## config.mk

```make
export PLATFORM = sky130hd
export DESIGN_NAME = dio_ctrl
export DESIGN_NICKNAME = d
export VERILOG_FILES = /design/src/design/dio_pkg.sv /design/src/design/dio_ctrl.sv
export SDC_FILE = /design/constraint.sdc
export NUM_CORES = 1
export LEC_CHECK = 0
export BUFFER_PORTS_ARGS = -buffer_cell sky130_fd_sc_hd__buf_2
export CAP_MARGIN = 15
export CORE_MARGIN = 2
export CORE_UTILIZATION = 50
export DETAILED_ROUTE_END_ITERATION = 10
export PLACE_DENSITY = 0.87
export SYNTH_ARGS = -nofsm -noshare
export SYNTH_HDL_FRONTEND = slang
export SYNTH_SLANG_ARGS = --single-unit
```

## constraint.sdc

```tcl
create_clock -name i_sys_clk -period 2.25 [get_ports i_sys_clk]
set_input_delay 0.3375 -clock i_sys_clk [delete_from_list [all_inputs] [get_ports i_sys_clk]]
set_output_delay 0.3375 -clock i_sys_clk [all_outputs]
set_load 0.005 [all_outputs]
```

## src/design/dio_pkg.sv

```systemverilog
package dio_pkg;
  // clock and timing
  localparam int unsigned SYS_CLK_HZ       = 25_000_000;
  localparam int unsigned RST_DELAY_NS     = 6720;
  localparam int unsigned SYS_CLK_NS       = 1_000_000_000 / SYS_CLK_HZ;
  localparam int unsigned RST_DELAY_CYC    = (RST_DELAY_NS + SYS_CLK_NS - 1) / SYS_CLK_NS;
  localparam int unsigned CPU_RST_CYC      = 16;
  localparam int unsigned COP_RST_CYC      = 40;
  localparam int unsigned COP_HOLD_CYC     = 50;
  localparam int unsigned CNT_W            = 8;

  // port addresses
  localparam logic [15:0] SYSCTL_ADDR      = 16'h0092;
  localparam logic [15:0] CFG_INDEX_ADDR   = 16'h00EC;
  localparam logic [15:0] FAST_RST_ADDR    = 16'h00EF;
  localparam logic [15:0] BUSY_CLR_ADDR    = 16'h00F0;
  localparam logic [15:0] COP_RST_ADDR     = 16'h00F1;
  localparam logic [15:0] SLOW_ADDR        = 16'h00F4;
  localparam logic [15:0] FAST_ADDR        = 16'h00F5;
  localparam logic [15:0] CFG_LOCK_ADDR    = 16'h00F9;
  localparam logic [15:0] CFG_UNLOCK_ADDR  = 16'h00FB;

  // fields
  localparam int unsigned SYSCTL_RST_BIT   = 0;
  localparam int unsigned SYSCTL_A20_BIT   = 1;
  localparam int unsigned VFD_BIT          = 7;
  localparam int unsigned CRWB_BIT         = 6;
  localparam int unsigned DIV_W            = 3;
  localparam logic [7:0]  ALL_ONES         = 8'hFF;
  localparam logic [7:0]  SYSCTL_FILL      = 8'hFC;

  typedef enum logic [1:0] {
    DIO_RST_IDLE  = 2'b00,
    DIO_RST_DELAY = 2'b01,
    DIO_RST_PULSE = 2'b11
  } dio_rst_st_t;

  typedef enum logic [1:0] {
    DIO_COP_IDLE  = 2'b00,
    DIO_COP_PULSE = 2'b01,
    DIO_COP_HOLD  = 2'b11
  } dio_cop_st_t;

  typedef struct packed {
    logic        rd;
    logic        wr;
    logic [15:0] addr;
    logic [7:0]  wdata;
  } dio_io_t;

  typedef struct packed {
    logic             vendor_feature_disable;
    logic             coproc_reset_write_block;
    logic [DIV_W-1:0] div_code;
  } dio_misc_t;
endpackage

```

## src/design/dio_ctrl.sv

```systemverilog
// How it works
// - fast-reset port reads all ones, starts reset
// - fast reset ORed with keyboard reset request
// - control bit 0 resets after 6.72us delay
// - reset pulse high exactly 16 clocks
// - reset bit holds until rewritten or reset
// - fast-reset read uses same timing
// - vendor disable blocks fast-reset, coproc-reset, speed and lock ports
// - busy-clear write clears coprocessor busy flop
// - coproc reset write gives 40-clock pulse
// - ready held inactive 50 more clocks
// - reset write blocked when block bit set
// - fast-speed write restores full speed; reset default
// - slow-speed write engages divider with code
// - divider code range covers 12-33 MHz
// - speed ports act only when vendor enabled
// - speed port reads have no effect
// - unlock and lock ports gate config writes
// - locked writes to ECh-EFh ignored
// - vendor disable also kills lock ports
module dio_ctrl
  import dio_pkg::*;
(
  // clock and reset
  input  wire logic             i_sys_clk,
  input  wire logic             i_arst_n,
  // host io cycle
  input  wire dio_io_t          i_io,
  // settings and external events
  input  wire dio_misc_t        i_misc,
  input  wire logic             i_kbc_reset_request_n,
  input  wire logic             i_coproc_error_in_n,
  // read data
  output logic [7:0]            o_rdata,
  output logic                  o_rdata_valid,
  // outputs
  output logic                  o_cpu_reset,
  output logic                  o_coproc_reset_out,
  output logic                  o_cpu_ready_block,
  output logic                  o_coproc_busy_to_cpu_n,
  output logic                  o_coproc_request_to_cpu,
  output logic                  o_a20_gate,
  output logic                  o_slow_mode,
  output logic [DIV_W-1:0]      o_div_code,
  output logic                  o_cfg_write_en
);

  // synchroniser stages
  logic             kbc_s1_q;
  logic             kbc_s2_q;
  logic             err_s1_q;
  logic             err_s2_q;
  logic             err_s2_dly_q;
  // register bank
  logic [7:0]       rdata_q;
  logic [7:0]       rdata_d;
  logic             rvalid_q;
  logic             rvalid_d;
  logic             sysctl_rst_q;
  logic             sysctl_rst_d;
  logic             a20_q;
  logic             a20_d;
  logic             busy_q;
  logic             busy_d;
  logic             busy_n_q;
  logic             busy_n_d;
  logic             slow_q;
  logic             slow_d;
  logic             unlock_q;
  logic             unlock_d;
  logic [DIV_W-1:0] div_q;
  logic [DIV_W-1:0] div_d;
  // sequencers
  dio_rst_st_t      rst_st_q;
  dio_rst_st_t      rst_st_d;
  logic [CNT_W-1:0] rst_cnt_q;
  logic [CNT_W-1:0] rst_cnt_d;
  logic             cpu_rst_q;
  logic             cpu_rst_d;
  dio_cop_st_t      cop_st_q;
  dio_cop_st_t      cop_st_d;
  logic [CNT_W-1:0] cop_cnt_q;
  logic [CNT_W-1:0] cop_cnt_d;
  logic             cop_out_q;
  logic             cop_out_d;
  logic             rdy_blk_q;
  logic             rdy_blk_d;
  // decode
  logic             vfen;
  logic             wr_sysctl;
  logic             fast_rd;
  logic             rst_req;
  logic             cfg_port_wr;
  logic             err_fall;

  // pins pass two flops first
  always_ff @(posedge i_sys_clk or negedge i_arst_n) begin
    if (!i_arst_n) begin
      kbc_s1_q <= 1'b1;
      kbc_s2_q <= 1'b1;
    end else begin
      kbc_s1_q <= i_kbc_reset_request_n;
      kbc_s2_q <= kbc_s1_q;
    end
  end

  // third stage only delays the clean copy, for edge detection
  always_ff @(posedge i_sys_clk or negedge i_arst_n) begin
    if (!i_arst_n) begin
      err_s1_q     <= 1'b1;
      err_s2_q     <= 1'b1;
      err_s2_dly_q <= 1'b1;
    end else begin
      err_s1_q     <= i_coproc_error_in_n;
      err_s2_q     <= err_s1_q;
      err_s2_dly_q <= err_s2_q;
    end
  end

  always_comb begin
    vfen        = !i_misc.vendor_feature_disable;
    // lock covers the whole ECh-EFh window
    cfg_port_wr = i_io.addr >= CFG_INDEX_ADDR && i_io.addr <= FAST_RST_ADDR;
    wr_sysctl   = i_io.wr && i_io.addr == SYSCTL_ADDR;
    fast_rd     = i_io.rd && i_io.addr == FAST_RST_ADDR && vfen;
    // system control port stays live regardless of vendor bit
    rst_req     = fast_rd || (wr_sysctl && i_io.wdata[SYSCTL_RST_BIT]);
    // edge, not level: a held error sets busy only once
    err_fall    = err_s2_dly_q && !err_s2_q;
  end

  // register bank
  always_comb begin
    rdata_d      = 8'h00;
    rvalid_d     = i_io.rd;
    sysctl_rst_d = sysctl_rst_q;
    a20_d        = a20_q;
    busy_d       = busy_q;
    slow_d       = slow_q;
    div_d        = div_q;
    unlock_d     = unlock_q;
    if (i_io.rd) begin
      unique case (i_io.addr)
        // fixed all-ones answer, data ignored
        FAST_RST_ADDR: rdata_d = ALL_ONES;
        SYSCTL_ADDR:   rdata_d = SYSCTL_FILL | {6'h00, a20_q, sysctl_rst_q};
        // speed and lock ports: no side effect, zero returned
        default:       rdata_d = 8'h00;
      endcase
    end
    if (wr_sysctl) begin
      sysctl_rst_d = i_io.wdata[SYSCTL_RST_BIT];
      a20_d        = i_io.wdata[SYSCTL_A20_BIT];
    end
    // locked writes into the config window fall through untouched
    if (i_io.wr && !(cfg_port_wr && !unlock_q)) begin
      unique case (i_io.addr)
        BUSY_CLR_ADDR:   busy_d = 1'b0;
        SLOW_ADDR:       if (vfen) begin
          slow_d = 1'b1;
          div_d  = i_misc.div_code;
        end
        FAST_ADDR:       if (vfen) slow_d = 1'b0;
        CFG_LOCK_ADDR:   if (vfen) unlock_d = 1'b0;
        CFG_UNLOCK_ADDR: if (vfen) unlock_d = 1'b1;
        default:         ;
      endcase
    end
    // new error wins over a clear in the same cycle
    if (err_fall) begin
      busy_d = 1'b1;
    end
    // low-active copy has its own flop so the pin comes straight from one
    busy_n_d = !busy_d;
  end

  always_ff @(posedge i_sys_clk or negedge i_arst_n) begin
    if (!i_arst_n) begin
      rdata_q      <= 8'h00;
      rvalid_q     <= 1'b0;
      sysctl_rst_q <= 1'b0;
      a20_q        <= 1'b0;
      busy_q       <= 1'b0;
      busy_n_q     <= 1'b1;
      slow_q       <= 1'b0;
      div_q        <= '0;
      unlock_q     <= 1'b1;
    end else begin
      rdata_q      <= rdata_d;
      rvalid_q     <= rvalid_d;
      sysctl_rst_q <= sysctl_rst_d;
      a20_q        <= a20_d;
      busy_q       <= busy_d;
      busy_n_q     <= busy_n_d;
      slow_q       <= slow_d;
      div_q        <= div_d;
      unlock_q     <= unlock_d;
    end
  end

  // cpu reset sequencer; a request during a pulse is dropped
  always_comb begin
    rst_st_d  = rst_st_q;
    rst_cnt_d = rst_cnt_q;
    cpu_rst_d = 1'b0;
    unique case (rst_st_q)
      DIO_RST_IDLE: if (rst_req) begin
        // count rounds up, so the gap never falls short of the minimum
        rst_st_d  = DIO_RST_DELAY;
        rst_cnt_d = CNT_W'(RST_DELAY_CYC - 1);
      end
      DIO_RST_DELAY: begin
        rst_cnt_d = rst_cnt_q - 1'b1;
        if (rst_cnt_q == '0) begin
          rst_st_d  = DIO_RST_PULSE;
          rst_cnt_d = CNT_W'(CPU_RST_CYC - 1);
          cpu_rst_d = 1'b1;
        end
      end
      DIO_RST_PULSE: begin
        rst_cnt_d = rst_cnt_q - 1'b1;
        cpu_rst_d = rst_cnt_q != '0;
        if (rst_cnt_q == '0) rst_st_d = DIO_RST_IDLE;
      end
      default: rst_st_d = DIO_RST_IDLE;
    endcase
    // keyboard request acts directly, ORed in
    if (!kbc_s2_q) cpu_rst_d = 1'b1;
  end

  // coprocessor reset and ready hold
  // a write while busy is dropped; the pulse is never stretched
  always_comb begin
    cop_st_d  = cop_st_q;
    cop_cnt_d = cop_cnt_q;
    cop_out_d = 1'b0;
    rdy_blk_d = 1'b0;
    unique case (cop_st_q)
      DIO_COP_IDLE: if (i_io.wr && i_io.addr == COP_RST_ADDR && vfen
                        && !i_misc.coproc_reset_write_block) begin
        cop_st_d  = DIO_COP_PULSE;
        cop_cnt_d = CNT_W'(COP_RST_CYC - 1);
        cop_out_d = 1'b1;
        rdy_blk_d = 1'b1;
      end
      DIO_COP_PULSE: begin
        cop_cnt_d = cop_cnt_q - 1'b1;
        cop_out_d = cop_cnt_q != '0;
        rdy_blk_d = 1'b1;
        if (cop_cnt_q == '0) begin
          cop_st_d  = DIO_COP_HOLD;
          cop_cnt_d = CNT_W'(COP_HOLD_CYC - 1);
        end
      end
      DIO_COP_HOLD: begin
        cop_cnt_d = cop_cnt_q - 1'b1;
        rdy_blk_d = cop_cnt_q != '0;
        if (cop_cnt_q == '0) cop_st_d = DIO_COP_IDLE;
      end
      default: cop_st_d = DIO_COP_IDLE;
    endcase
  end

  // cpu reset sequencer state
  always_ff @(posedge i_sys_clk or negedge i_arst_n) begin
    if (!i_arst_n) begin
      rst_st_q  <= DIO_RST_IDLE;
      rst_cnt_q <= '0;
      cpu_rst_q <= 1'b0;
    end else begin
      rst_st_q  <= rst_st_d;
      rst_cnt_q <= rst_cnt_d;
      cpu_rst_q <= cpu_rst_d;
    end
  end

  // coprocessor sequencer state
  always_ff @(posedge i_sys_clk or negedge i_arst_n) begin
    if (!i_arst_n) begin
      cop_st_q  <= DIO_COP_IDLE;
      cop_cnt_q <= '0;
      cop_out_q <= 1'b0;
      rdy_blk_q <= 1'b0;
    end else begin
      cop_st_q  <= cop_st_d;
      cop_cnt_q <= cop_cnt_d;
      cop_out_q <= cop_out_d;
      rdy_blk_q <= rdy_blk_d;
    end
  end

  // every output below is a flop, no logic after it
  assign o_rdata                 = rdata_q;
  assign o_rdata_valid           = rvalid_q;
  assign o_cpu_reset             = cpu_rst_q;
  assign o_coproc_reset_out      = cop_out_q;
  assign o_cpu_ready_block       = rdy_blk_q;
  assign o_coproc_busy_to_cpu_n  = busy_n_q;
  assign o_coproc_request_to_cpu = busy_q;
  assign o_a20_gate              = a20_q;
  assign o_slow_mode             = slow_q;
  assign o_div_code              = div_q;
  assign o_cfg_write_en          = unlock_q;

endmodule

```

==> results of run 1 <==
[report_power, final]
group | switching [mW] | internal, mW
Clock | 0.252 | 0.333
Sequential | 0.00191 | 0.746
Combinational | 0.0373 | 0.0298
Total | 0.291 | 1.11
[area by class of cell]
class / count / area share, %
clock inverters: 2 / 1.53
clock buffers: 6 / 2.86
well taps: 50 / 2.46
inverters: 15 / 2.22
multi-input cells: 136 / 38.7
repair buffers: 55 / 11.5
flip-flops and latches: 41 / 40.7
[placed cells by master (no fill, tap or decap), types with 4 or more instances in the layout]
cell type | netlist | routed
nor2_1 | 12 | 12
dfstp_2 | 7 | 7
nand3_1 | 6 | 6
buf_4 | 5 | 7
inv_1 | 15 | 15
o21ai_0 | 6 | 6
ha_1 | 4 | 4
nand4_1 | 5 | 5
clkbuf_8 | 0 | 5
dfrtp_1 | 34 | 34
a21oi_1 | 5 | 5
nor3_1 | 11 | 11
buf_2 | 0 | 48
nand2_1 | 8 | 8
mux2_2 | 7 | 7
[path summary, 6_finish.rpt]
path / startpoint / end / slack (ns)
setup / recovery: rst_cnt_q[0] / rst_cnt_q[4] / 0.17
hold / removal: i_arst_n / cop_cnt_q[4] / -0.01
setup reg to reg: rst_cnt_q[0] / rst_cnt_q[4] / 0.17
hold reg to reg: kbc_s1_q / kbc_s2_q / 0.36
max in group asynchronous: i_arst_n / err_s2_dly_q / 1.66
min in group i_sys_clk: i_kbc_reset_request_n / kbc_s1_q / 0.14
[flip-flops by register name, summed over array words and instances, names as in the netlist, 2 cells and up]
register	count
rst_cnt_q	8
cop_cnt_q	8
rst_st_q	2
o_rdata	3
cop_st_q	2
o_div_code	3
[stage by stage]
stage	hold slack [ns]	cell area [um^2]	utilization (%)	total power, mW	setup slack, ns
floorplan	0.0419	2120	-	0.774	0.256
detailed placement	0.318	2430	60.3	0.830	0.0455
global route	0.00212	2540	63.0	1.46	0.0718
finish	-0.0107	2540	63.0	1.40	0.167
global placement	0.306	2430	60.3	0.828	0.0681
CTS	0.000601	2540	63.0	1.41	0.183
[worst max-delay path, stage by stage (launching register included)]
cell and delay [ns]:
dfrtp_1 0.40, inv_1 0.13, ha_1 0.19, or4b_2 0.65, nor4_1 0.33, nor3_1 0.11, and2_1 0.17
[kinds of logic (layout without fill, tap and decap cells)]
logic type,count (synthesis),after routing
DFF,41,41
AOI/OAI and AO/OA,41,41
muxes,9,9
adders and majority gates,4,4
buffers and inverters,23,78
and+or+nand+nor,79,79
xor gates and xnor gates,3,3
[layer usage]
layer / share of wire, % / vias up / wire length (um) / GRT usage [%]
met5: 0 / - / 0 / 0
met2: 44 / 91 / 2010 / 29.7
li1: - / 850 / - / -
met1: 45 / 855 / 2060 / 27.3
met4: 1.7 / 0 / 76 / 6.75
met3: 9.2 / 8 / 419 / 5.26
==> flow_metrics.py, run 1 <==
metrics = {
    "logic_synthesis": {
        "synthAdderAreaFrac_pct": 2.36,
        "syn_avg_cell_area_um2": 10.6,
        "synth_top_area_share_pct": 40.1,
        "synth.most_common_cell": "dfrtp_1",
        "synth_top_area_cell": "dfrtp_1",
        "yosys-top-cells-count": "dfrtp_1, inv_1, nor2_1",
        "synthesis.nets": 239,
        "synth-edff-count": 0,
        "synth_seq_cells": 41,
        "synth_top_family_by_area": "simple AND/OR/NAND/NOR gates",
        "synth_compound_area_share_pct": 14.4,
        "ys_warn_count": 0,
        "ys_top_cells_by_area": "dfrtp_1, dfstp_2, mux2_2",
        "synth_flop_cell": "dfrtp_1",
        "muxShareOfSynthArea_pct": 4.66,
        "synth_xor_xnor_area_share_pct": 1.24,
        "ys_seq_area_share_pct": 48.8,
        "async_reset_ff_share_pct": 100,
        "synth_simple_gate_area_share_pct": 23.6,
        "netlist-cell-type-count": 55,
        "synthCells": 200,
        "syn_area_um2": 2120,
    },
    "floorplanning": {
        "start_util_pct": 52.7,
        "die_w_um": 69.1,
        "dieArea_um2": 4780,
        "fp.dieH_um": 69.1,
        "pin_count": 55,
        "coreArea_um2": 4030,
        "num_rows": 23,
    },
    "place": {
        "gpl.final_weighted_congestion": 0.944,
        "hpwl_um": 3380,
        "place_inst": 297,
        "port_buffers": 48,
    },
    "timing": {
        "rsz0062_at_grt": "false",
        "setup_viol": 0,
        "worst_pin_slew_ns": 0.470,
        "finClkSkew_ns": 0.00708,
        "holdWs_ns": -0.0107,
        "setup_tns_ns": 0,
        "relSlewSlack_pct": 68.7,
        "period_minus_slack_ns": 2.08,
        "slew_viol_final": 0,
        "fin_crit_sh_pct": 92.6,
        "hold_viol": 15,
        "fmax_mhz": 480,
    },
    "cells_and_area": {
        "area_delta_synth_final_pct": 19.7,
        "fin_cells": 305,
        "layout-drive-gt1-share_pct": 35.7,
        "fill_cells": 322,
        "multi_input_area_um2": 982,
        "ff_latch_area_um2": 1030,
        "antennaDiodeCount": 0,
        "final_nets": 293,
    },
    "global_routing": {
        "grt-ovfl-total": 0,
        "grt_pass1_wl_um": 7600,
        "grt_antenna_before_repair": 0,
        "track_usage_pct": 19.6,
        "grt_max_degree": 21,
        "grt_pass1_vias": 1630,
    },
    "critical_path": {
        "cp_max_fo": 4,
        "required_ns": 2.44,
        "end_kind": "flop",
        "start_kind": "flop",
        "arrival_ns": 2.27,
        "r2r_cells": 6,
        "critPathKind": "reg -> reg",
    },
    "detailed_routing": {
        "ant_nets": 0,
        "wirelength_um": 4570,
        "drt-initial-drc-count": 158,
        "wl_per_cell_um": 15.0,
        "vias": 1804,
        "dr.pass1.iters": 4,
        "routed_via_density": 5.91,
        "drc_errors": 0,
    },
    "clock_tree": {
        "ctsRootBufferMaster": "clkbuf_8",
        "ctsLongestPathBuffers": 2,
        "clock_latency_ns": 0.29,
        "htreeDepth": 2,
        "cts_setup_buffers": 0,
        "cts_tree": "done",
        "postCtsResizedCells": 0,
        "clock-sinks": 41,
        "cts_buffers": 5,
        "hold_buffers": 0,
        "clk_pin_slew_worst_paths_ns": 0.08,
    },
    "pwr": {
        "power_leakage_nw": 1.20,
        "power-per-cell-area_nw_per_um2": 551,
        "ir_worst_vdd_mv": 0.443,
    },
    "run_status": {
        "violations": "negative hold slack",
        "outcome": "finished with violations",
    },
    "min_path": {
        "hold_path_class": "in -> async",
    },
    "flow_run": {
        "max_cap_violations": 0,
    },
}
No activity file was read; power rests on OpenSTA's default activity.
==> inputs of run 2 (changes only) <==
Settings changed: REMOVE_ABC_BUFFERS set to 1.
Clock period 2.25 ns to 2.5 ns, I/O delays scaled along.
==> run 2 against run 1 <==
- the flow now finishes without violations
- maximum frequency fell by 3.5%
- wire length fell by 0.68%
- register-to-register slack improved by 0.17 ns
- final area fell by 2.9%
- non-clock buffer count fell by 6
- clock power fell by 29%
- via count fell by 2.5%
- flip-flop and latch count did not move
- critical path depth did not move
- worst hold slack improved by 0.18 ns
- sequential share of layout area rose by 1.2 points
- final cell count fell by 2.0%
- critical endpoint unchanged
==> flow_metrics.py, run 2 (same netlist as run 1, synthesis figures left out) <==
metrics = {
    "clock_tree": {
        "htreeDepth": 2,
        "ctsRootBufferMaster": "clkbuf_8",
        "clock_latency_ns": 0.29,
        "ctsLongestPathBuffers": 2,
        "postCtsResizedCells": 0,
        "hold_buffers": 0,
        "cts_setup_buffers": 0,
        "clk_pin_slew_worst_paths_ns": 0.07,
        "clock-sinks": 41,
        "cts_tree": "done",
        "cts_buffers": 5,
    },
    "floorplanning": {
        "die_w_um": 69.1,
        "start_util_pct": 52.7,
        "coreArea_um2": 4030,
        "dieArea_um2": 4780,
        "pin_count": 55,
        "fp.dieH_um": 69.1,
        "num_rows": 23,
    },
    "global_routing": {
        "grt_antenna_before_repair": 0,
        "grt_pass1_wl_um": 7570,
        "track_usage_pct": 19.9,
        "grt-ovfl-total": 0,
        "grt_pass1_vias": 1644,
        "grt_max_degree": 42,
    },
    "detailed_routing": {
        "wirelength_um": 4540,
        "ant_nets": 0,
        "vias": 1759,
        "drt-initial-drc-count": 68,
        "wl_met1_um": 2100,
        "wl_per_cell_um": 15.2,
        "wl_met2_um": 2010,
        "dr.pass1.iters": 4,
        "routed_via_density": 5.88,
        "drc_errors": 0,
        "route.met3.wl_um": 292,
        "maxUsedRoutingLayer": "met4",
    },
    "timing": {
        "fmax_mhz": 463,
        "fin_crit_sh_pct": 86.4,
        "relSlewSlack_pct": 41.3,
        "slew_viol_final": 0,
        "holdWs_ns": 0.172,
        "rsz0062_at_grt": "false",
        "finClkSkew_ns": 0.00724,
        "period_minus_slack_ns": 2.16,
        "hold_viol": 0,
        "setup_tns_ns": 0,
        "setup_viol": 0,
        "worst_pin_slew_ns": 0.880,
    },
    "cells_and_area": {
        "area_delta_synth_final_pct": 16.2,
        "final_nets": 287,
        "final_common_cell": "buf_2",
        "fill_cells": 350,
        "final_cell_mix": "buf_2, dfrtp_1, inv_1",
        "fin_cells": 299,
        "antennaDiodeCount": 0,
        "layout-drive-gt1-share_pct": 34.1,
        "top_regs": "cop_cnt_q: 8 flops, rst_cnt_q: 8 flops",
        "utilization_pct": 61.2,
    },
    "critical_path": {
        "arrival_ns": 2.35,
        "cp_max_fo": 4,
        "end_kind": "flop",
        "critPathKind": "reg -> reg",
        "reg2reg_setup_slack_ns": 0.34,
        "required_ns": 2.69,
        "start_kind": "flop",
    },
    "pwr": {
        "power.total_mw": 1.14,
        "swShare_pct": 22.3,
        "switchingPower_uw": 255,
        "power_leakage_nw": 1.16,
        "power-per-cell-area_nw_per_um2": 463,
        "clkPwrFrac_pct": 36.3,
        "ir_worst_vdd_mv": 0.372,
        "p_seq_share_pct": 58.9,
        "p_comb_share_pct": 4.8,
        "p_int_uw": 888,
    },
    "place": {
        "port_buffers": 48,
        "hpwl_um": 3420,
        "gpl.final_weighted_congestion": 0.906,
        "place_inst": 291,
    },
    "flow_run": {
        "max_cap_violations": 0,
    },
    "min_path": {
        "hold_path_class": "in -> reg",
    },
    "run_status": {
        "outcome": "completed",
    },
}
[run 2: area by class of cell]
cell class / count / area, um^2 / share of cell area (%)
timing repair buffer: 49 / 248 / 10.0
multi-input combinational: 136 / 982 / 39.8
clock inverter: 2 / 10.0 / 0.406
clock buffer: 6 / 72.6 / 2.94
tap: 50 / 62.6 / 2.54
inverter: 15 / 56.3 / 2.28
sequential: 41 / 1030 / 42.0
[run 2: critical path, cell delays in order (launching register included)]
cell	delay [ns]
dfrtp_1	0.39
inv_1	0.13
ha_1	0.20
or4b_2	0.65
nor4_1	0.40
nor3_1	0.11
and2_1	0.17
[run 2: stage by stage]
step | instance area, um^2 | setup slack (ns)
2_1_floorplan | 2070 | 0.468
3_3_place_gp | 2380 | 0.255
3_5_place_dp | 2380 | 0.209
4_1_cts | 2470 | 0.345
5_1_grt | 2470 | 0.229
6_report | 2470 | 0.341
[run 2: worst paths after layout]
path | from | endpoint | depth (start not counted)
setup reg to reg | rst_cnt_q[0] | rst_cnt_q[4] | 6
min in group asynchronous | i_arst_n | cop_cnt_q[2] | 1
setup / recovery | rst_cnt_q[0] | rst_cnt_q[4] | 6
hold reg to reg | kbc_s1_q | kbc_s2_q | 0
max in group asynchronous | i_arst_n | rst_st_q[0] | 1
hold / removal | i_kbc_reset_request_n | kbc_s1_q | 1
[run 2: power by group through the flow]
stage / clock network [mW] / registers, mW / logic, mW
2_1_floorplan: 0 / 0.686 / 0.0103
3_3_place_gp: 0 / 0.686 / 0.0539
3_5_place_dp: 0 / 0.686 / 0.0555
4_1_cts: 0.426 / 0.674 / 0.0559
5_1_grt: 0.458 / 0.674 / 0.0612
6_report: 0.414 / 0.674 / 0.0549
[run 2: per-layer routing]
metal  GRT usage (%)  up-vias
met4            11.8        0
li1                -      837
met3            4.09       15
met5               0        -
met2            29.6       80
met1            26.8      827
==> inputs of run 3 (changes only) <==
Settings changed: RECOVER_POWER set to 100.
==> run 3 against run 2 <==
- the flow now finishes with violations (max-capacitance violations, max-slew violations)
- combinational power shrank 4.0%
- flip-flop and latch count did not move
- clock skew shrank 0.0010 ns
- die area stayed put
- via count is 1.8% higher
- final area shrank 1.7%
- maximum frequency is 1.5% lower
- register-to-register slack hardly changed
- total power shrank 0.13%
- critical path type is now in -> reg
- largest cell class unchanged
==> flow_metrics.py, run 3 (same netlist as run 1, synthesis figures left out) <==
metrics = {
    "min_path": {
        "hold_path_class": "in -> reg",
    },
    "cells_and_area": {
        "fill_cells": 366,
        "final_nets": 287,
        "area_delta_synth_final_pct": 14.3,
        "top_regs": "cop_cnt_q: 8 flops, rst_cnt_q: 8 flops",
        "final_common_cell": "buf_2",
        "utilization_pct": 60.2,
        "final_cell_mix": "buf_2, dfrtp_1, inv_1",
        "layout-drive-gt1-share_pct": 27.3,
        "antennaDiodeCount": 0,
    },
    "global_routing": {
        "track_usage_pct": 19.9,
        "grt-ovfl-total": 0,
        "grt_max_degree": 42,
        "grt_pass1_wl_um": 7570,
        "grt_antenna_before_repair": 0,
        "grt_pass1_vias": 1644,
    },
    "timing": {
        "setup_ws_ns": 0.308,
        "worst_pin_slew_ns": 2.13,
        "fin_crit_sh_pct": 87.7,
        "rsz0062_at_grt": "false",
        "period_minus_slack_ns": 2.19,
        "relSlewSlack_pct": -41.7,
        "setup_viol": 0,
        "hold_viol": 0,
        "fmax_mhz": 456,
        "setup_tns_ns": 0,
        "slew_viol_final": 42,
        "finClkSkew_ns": 0.00621,
    },
    "clock_tree": {
        "clock_latency_ns": 0.29,
        "cts_buffers": 5,
        "postCtsResizedCells": 0,
        "ctsRootBufferMaster": "clkbuf_8",
        "cts_tree": "done",
        "clock-sinks": 41,
        "clk_pin_slew_worst_paths_ns": 0.07,
        "hold_buffers": 0,
        "cts_setup_buffers": 0,
        "ctsLongestPathBuffers": 2,
        "htreeDepth": 2,
    },
    "floorplanning": {
        "start_util_pct": 52.7,
        "die_w_um": 69.1,
        "pin_count": 55,
        "dieArea_um2": 4780,
        "num_rows": 23,
        "coreArea_um2": 4030,
        "fp.dieH_um": 69.1,
    },
    "place": {
        "port_buffers": 48,
        "hpwl_um": 3420,
        "post-place-ws_ns": 0.209,
        "gpl.final_weighted_congestion": 0.906,
    },
    "detailed_routing": {
        "vias": 1791,
        "dr.pass1.iters": 4,
        "wirelength_um": 4600,
        "drt-initial-drc-count": 88,
        "drc_errors": 0,
        "ant_nets": 0,
        "wl_per_cell_um": 15.4,
        "routed_via_density": 5.99,
    },
    "pwr": {
        "power-per-cell-area_nw_per_um2": 471,
        "ir_worst_vdd_mv": 0.373,
        "power_leakage_nw": 1.11,
    },
    "critical_path": {
        "required_ns": 2.68,
        "arrival_ns": 2.37,
        "critPathKind": "in -> reg",
        "start_kind": "primary input",
        "end_kind": "flop",
        "cp_max_fo": 5,
    },
    "run_status": {
        "violations": "max-capacitance violations, max-slew violations",
        "outcome": "finished with violations",
    },
    "flow_run": {
        "max_cap_violations": 1,
    },
}
run 3: changes by cell type in the layout (fill, tap and decap cells not counted), sizes merged:
cell	change
buf	-10
clkbuf	+10
run 3: worst paths after layout:
check / from / endpoint / slack [ns] / cells past startpoint
hold reg to reg: kbc_s1_q / kbc_s2_q / 0.36 / 0
setup reg to reg: rst_cnt_q[0] / rst_cnt_q[4] / 0.33 / 6
max in group asynchronous: i_arst_n / rst_cnt_q[0] / 0.60 / 1
setup / recovery: i_io[9] / o_div_code[0] / 0.31 / 5
min in group asynchronous: i_arst_n / cop_cnt_q[2] / 0.69 / 1
hold / removal: i_kbc_reset_request_n / kbc_s1_q / 0.17 / 1
run 3: layer usage:
metal	wire (um)	GRT usage (%)
met5	0	0
met1	2170	26.8
met2	2040	29.6
met3	274	4.09
met4	121	11.8
run 3: power breakdown:
| part | internal (mW) | switching [mW] |
|---|---|---|
| sequential | 0.671 | 0.00182 |
| combinational | 0.0216 | 0.0311 |
| clock | 0.193 | 0.222 |
| total | 0.887 | 0.255 |
run 3: worst max-delay path, cell delays in order:
cell and delay [ns]:
clkbuf_1 0.13, or4b_1 0.55, or3b_2 0.47, nor3_1 0.44
mux2_2 0.40
run 3: layout make-up:
class	count	area, um^2	share of cell area [%]
Sequential cell	41	1030	42.7
Timing Repair Buffer	49	235	9.70
Clock buffer	6	72.6	2.99
Tap cell	50	62.6	2.58
Inverter	15	56.3	2.32
Multi-Input combinational cell	136	953	39.3
Clock inverter	2	10.0	0.413
run 3: metrics by stage:
stage               power, mW  hold WS (ns)  cells  area, um^2
floorplan               0.697        0.0794    192        2070
global placement        0.740         0.346    291        2380
detailed placement      0.742         0.347    291        2380
CTS                      1.16         0.168    299        2470
global route             1.19         0.163    299        2420
finish                   1.14         0.173    299        2420
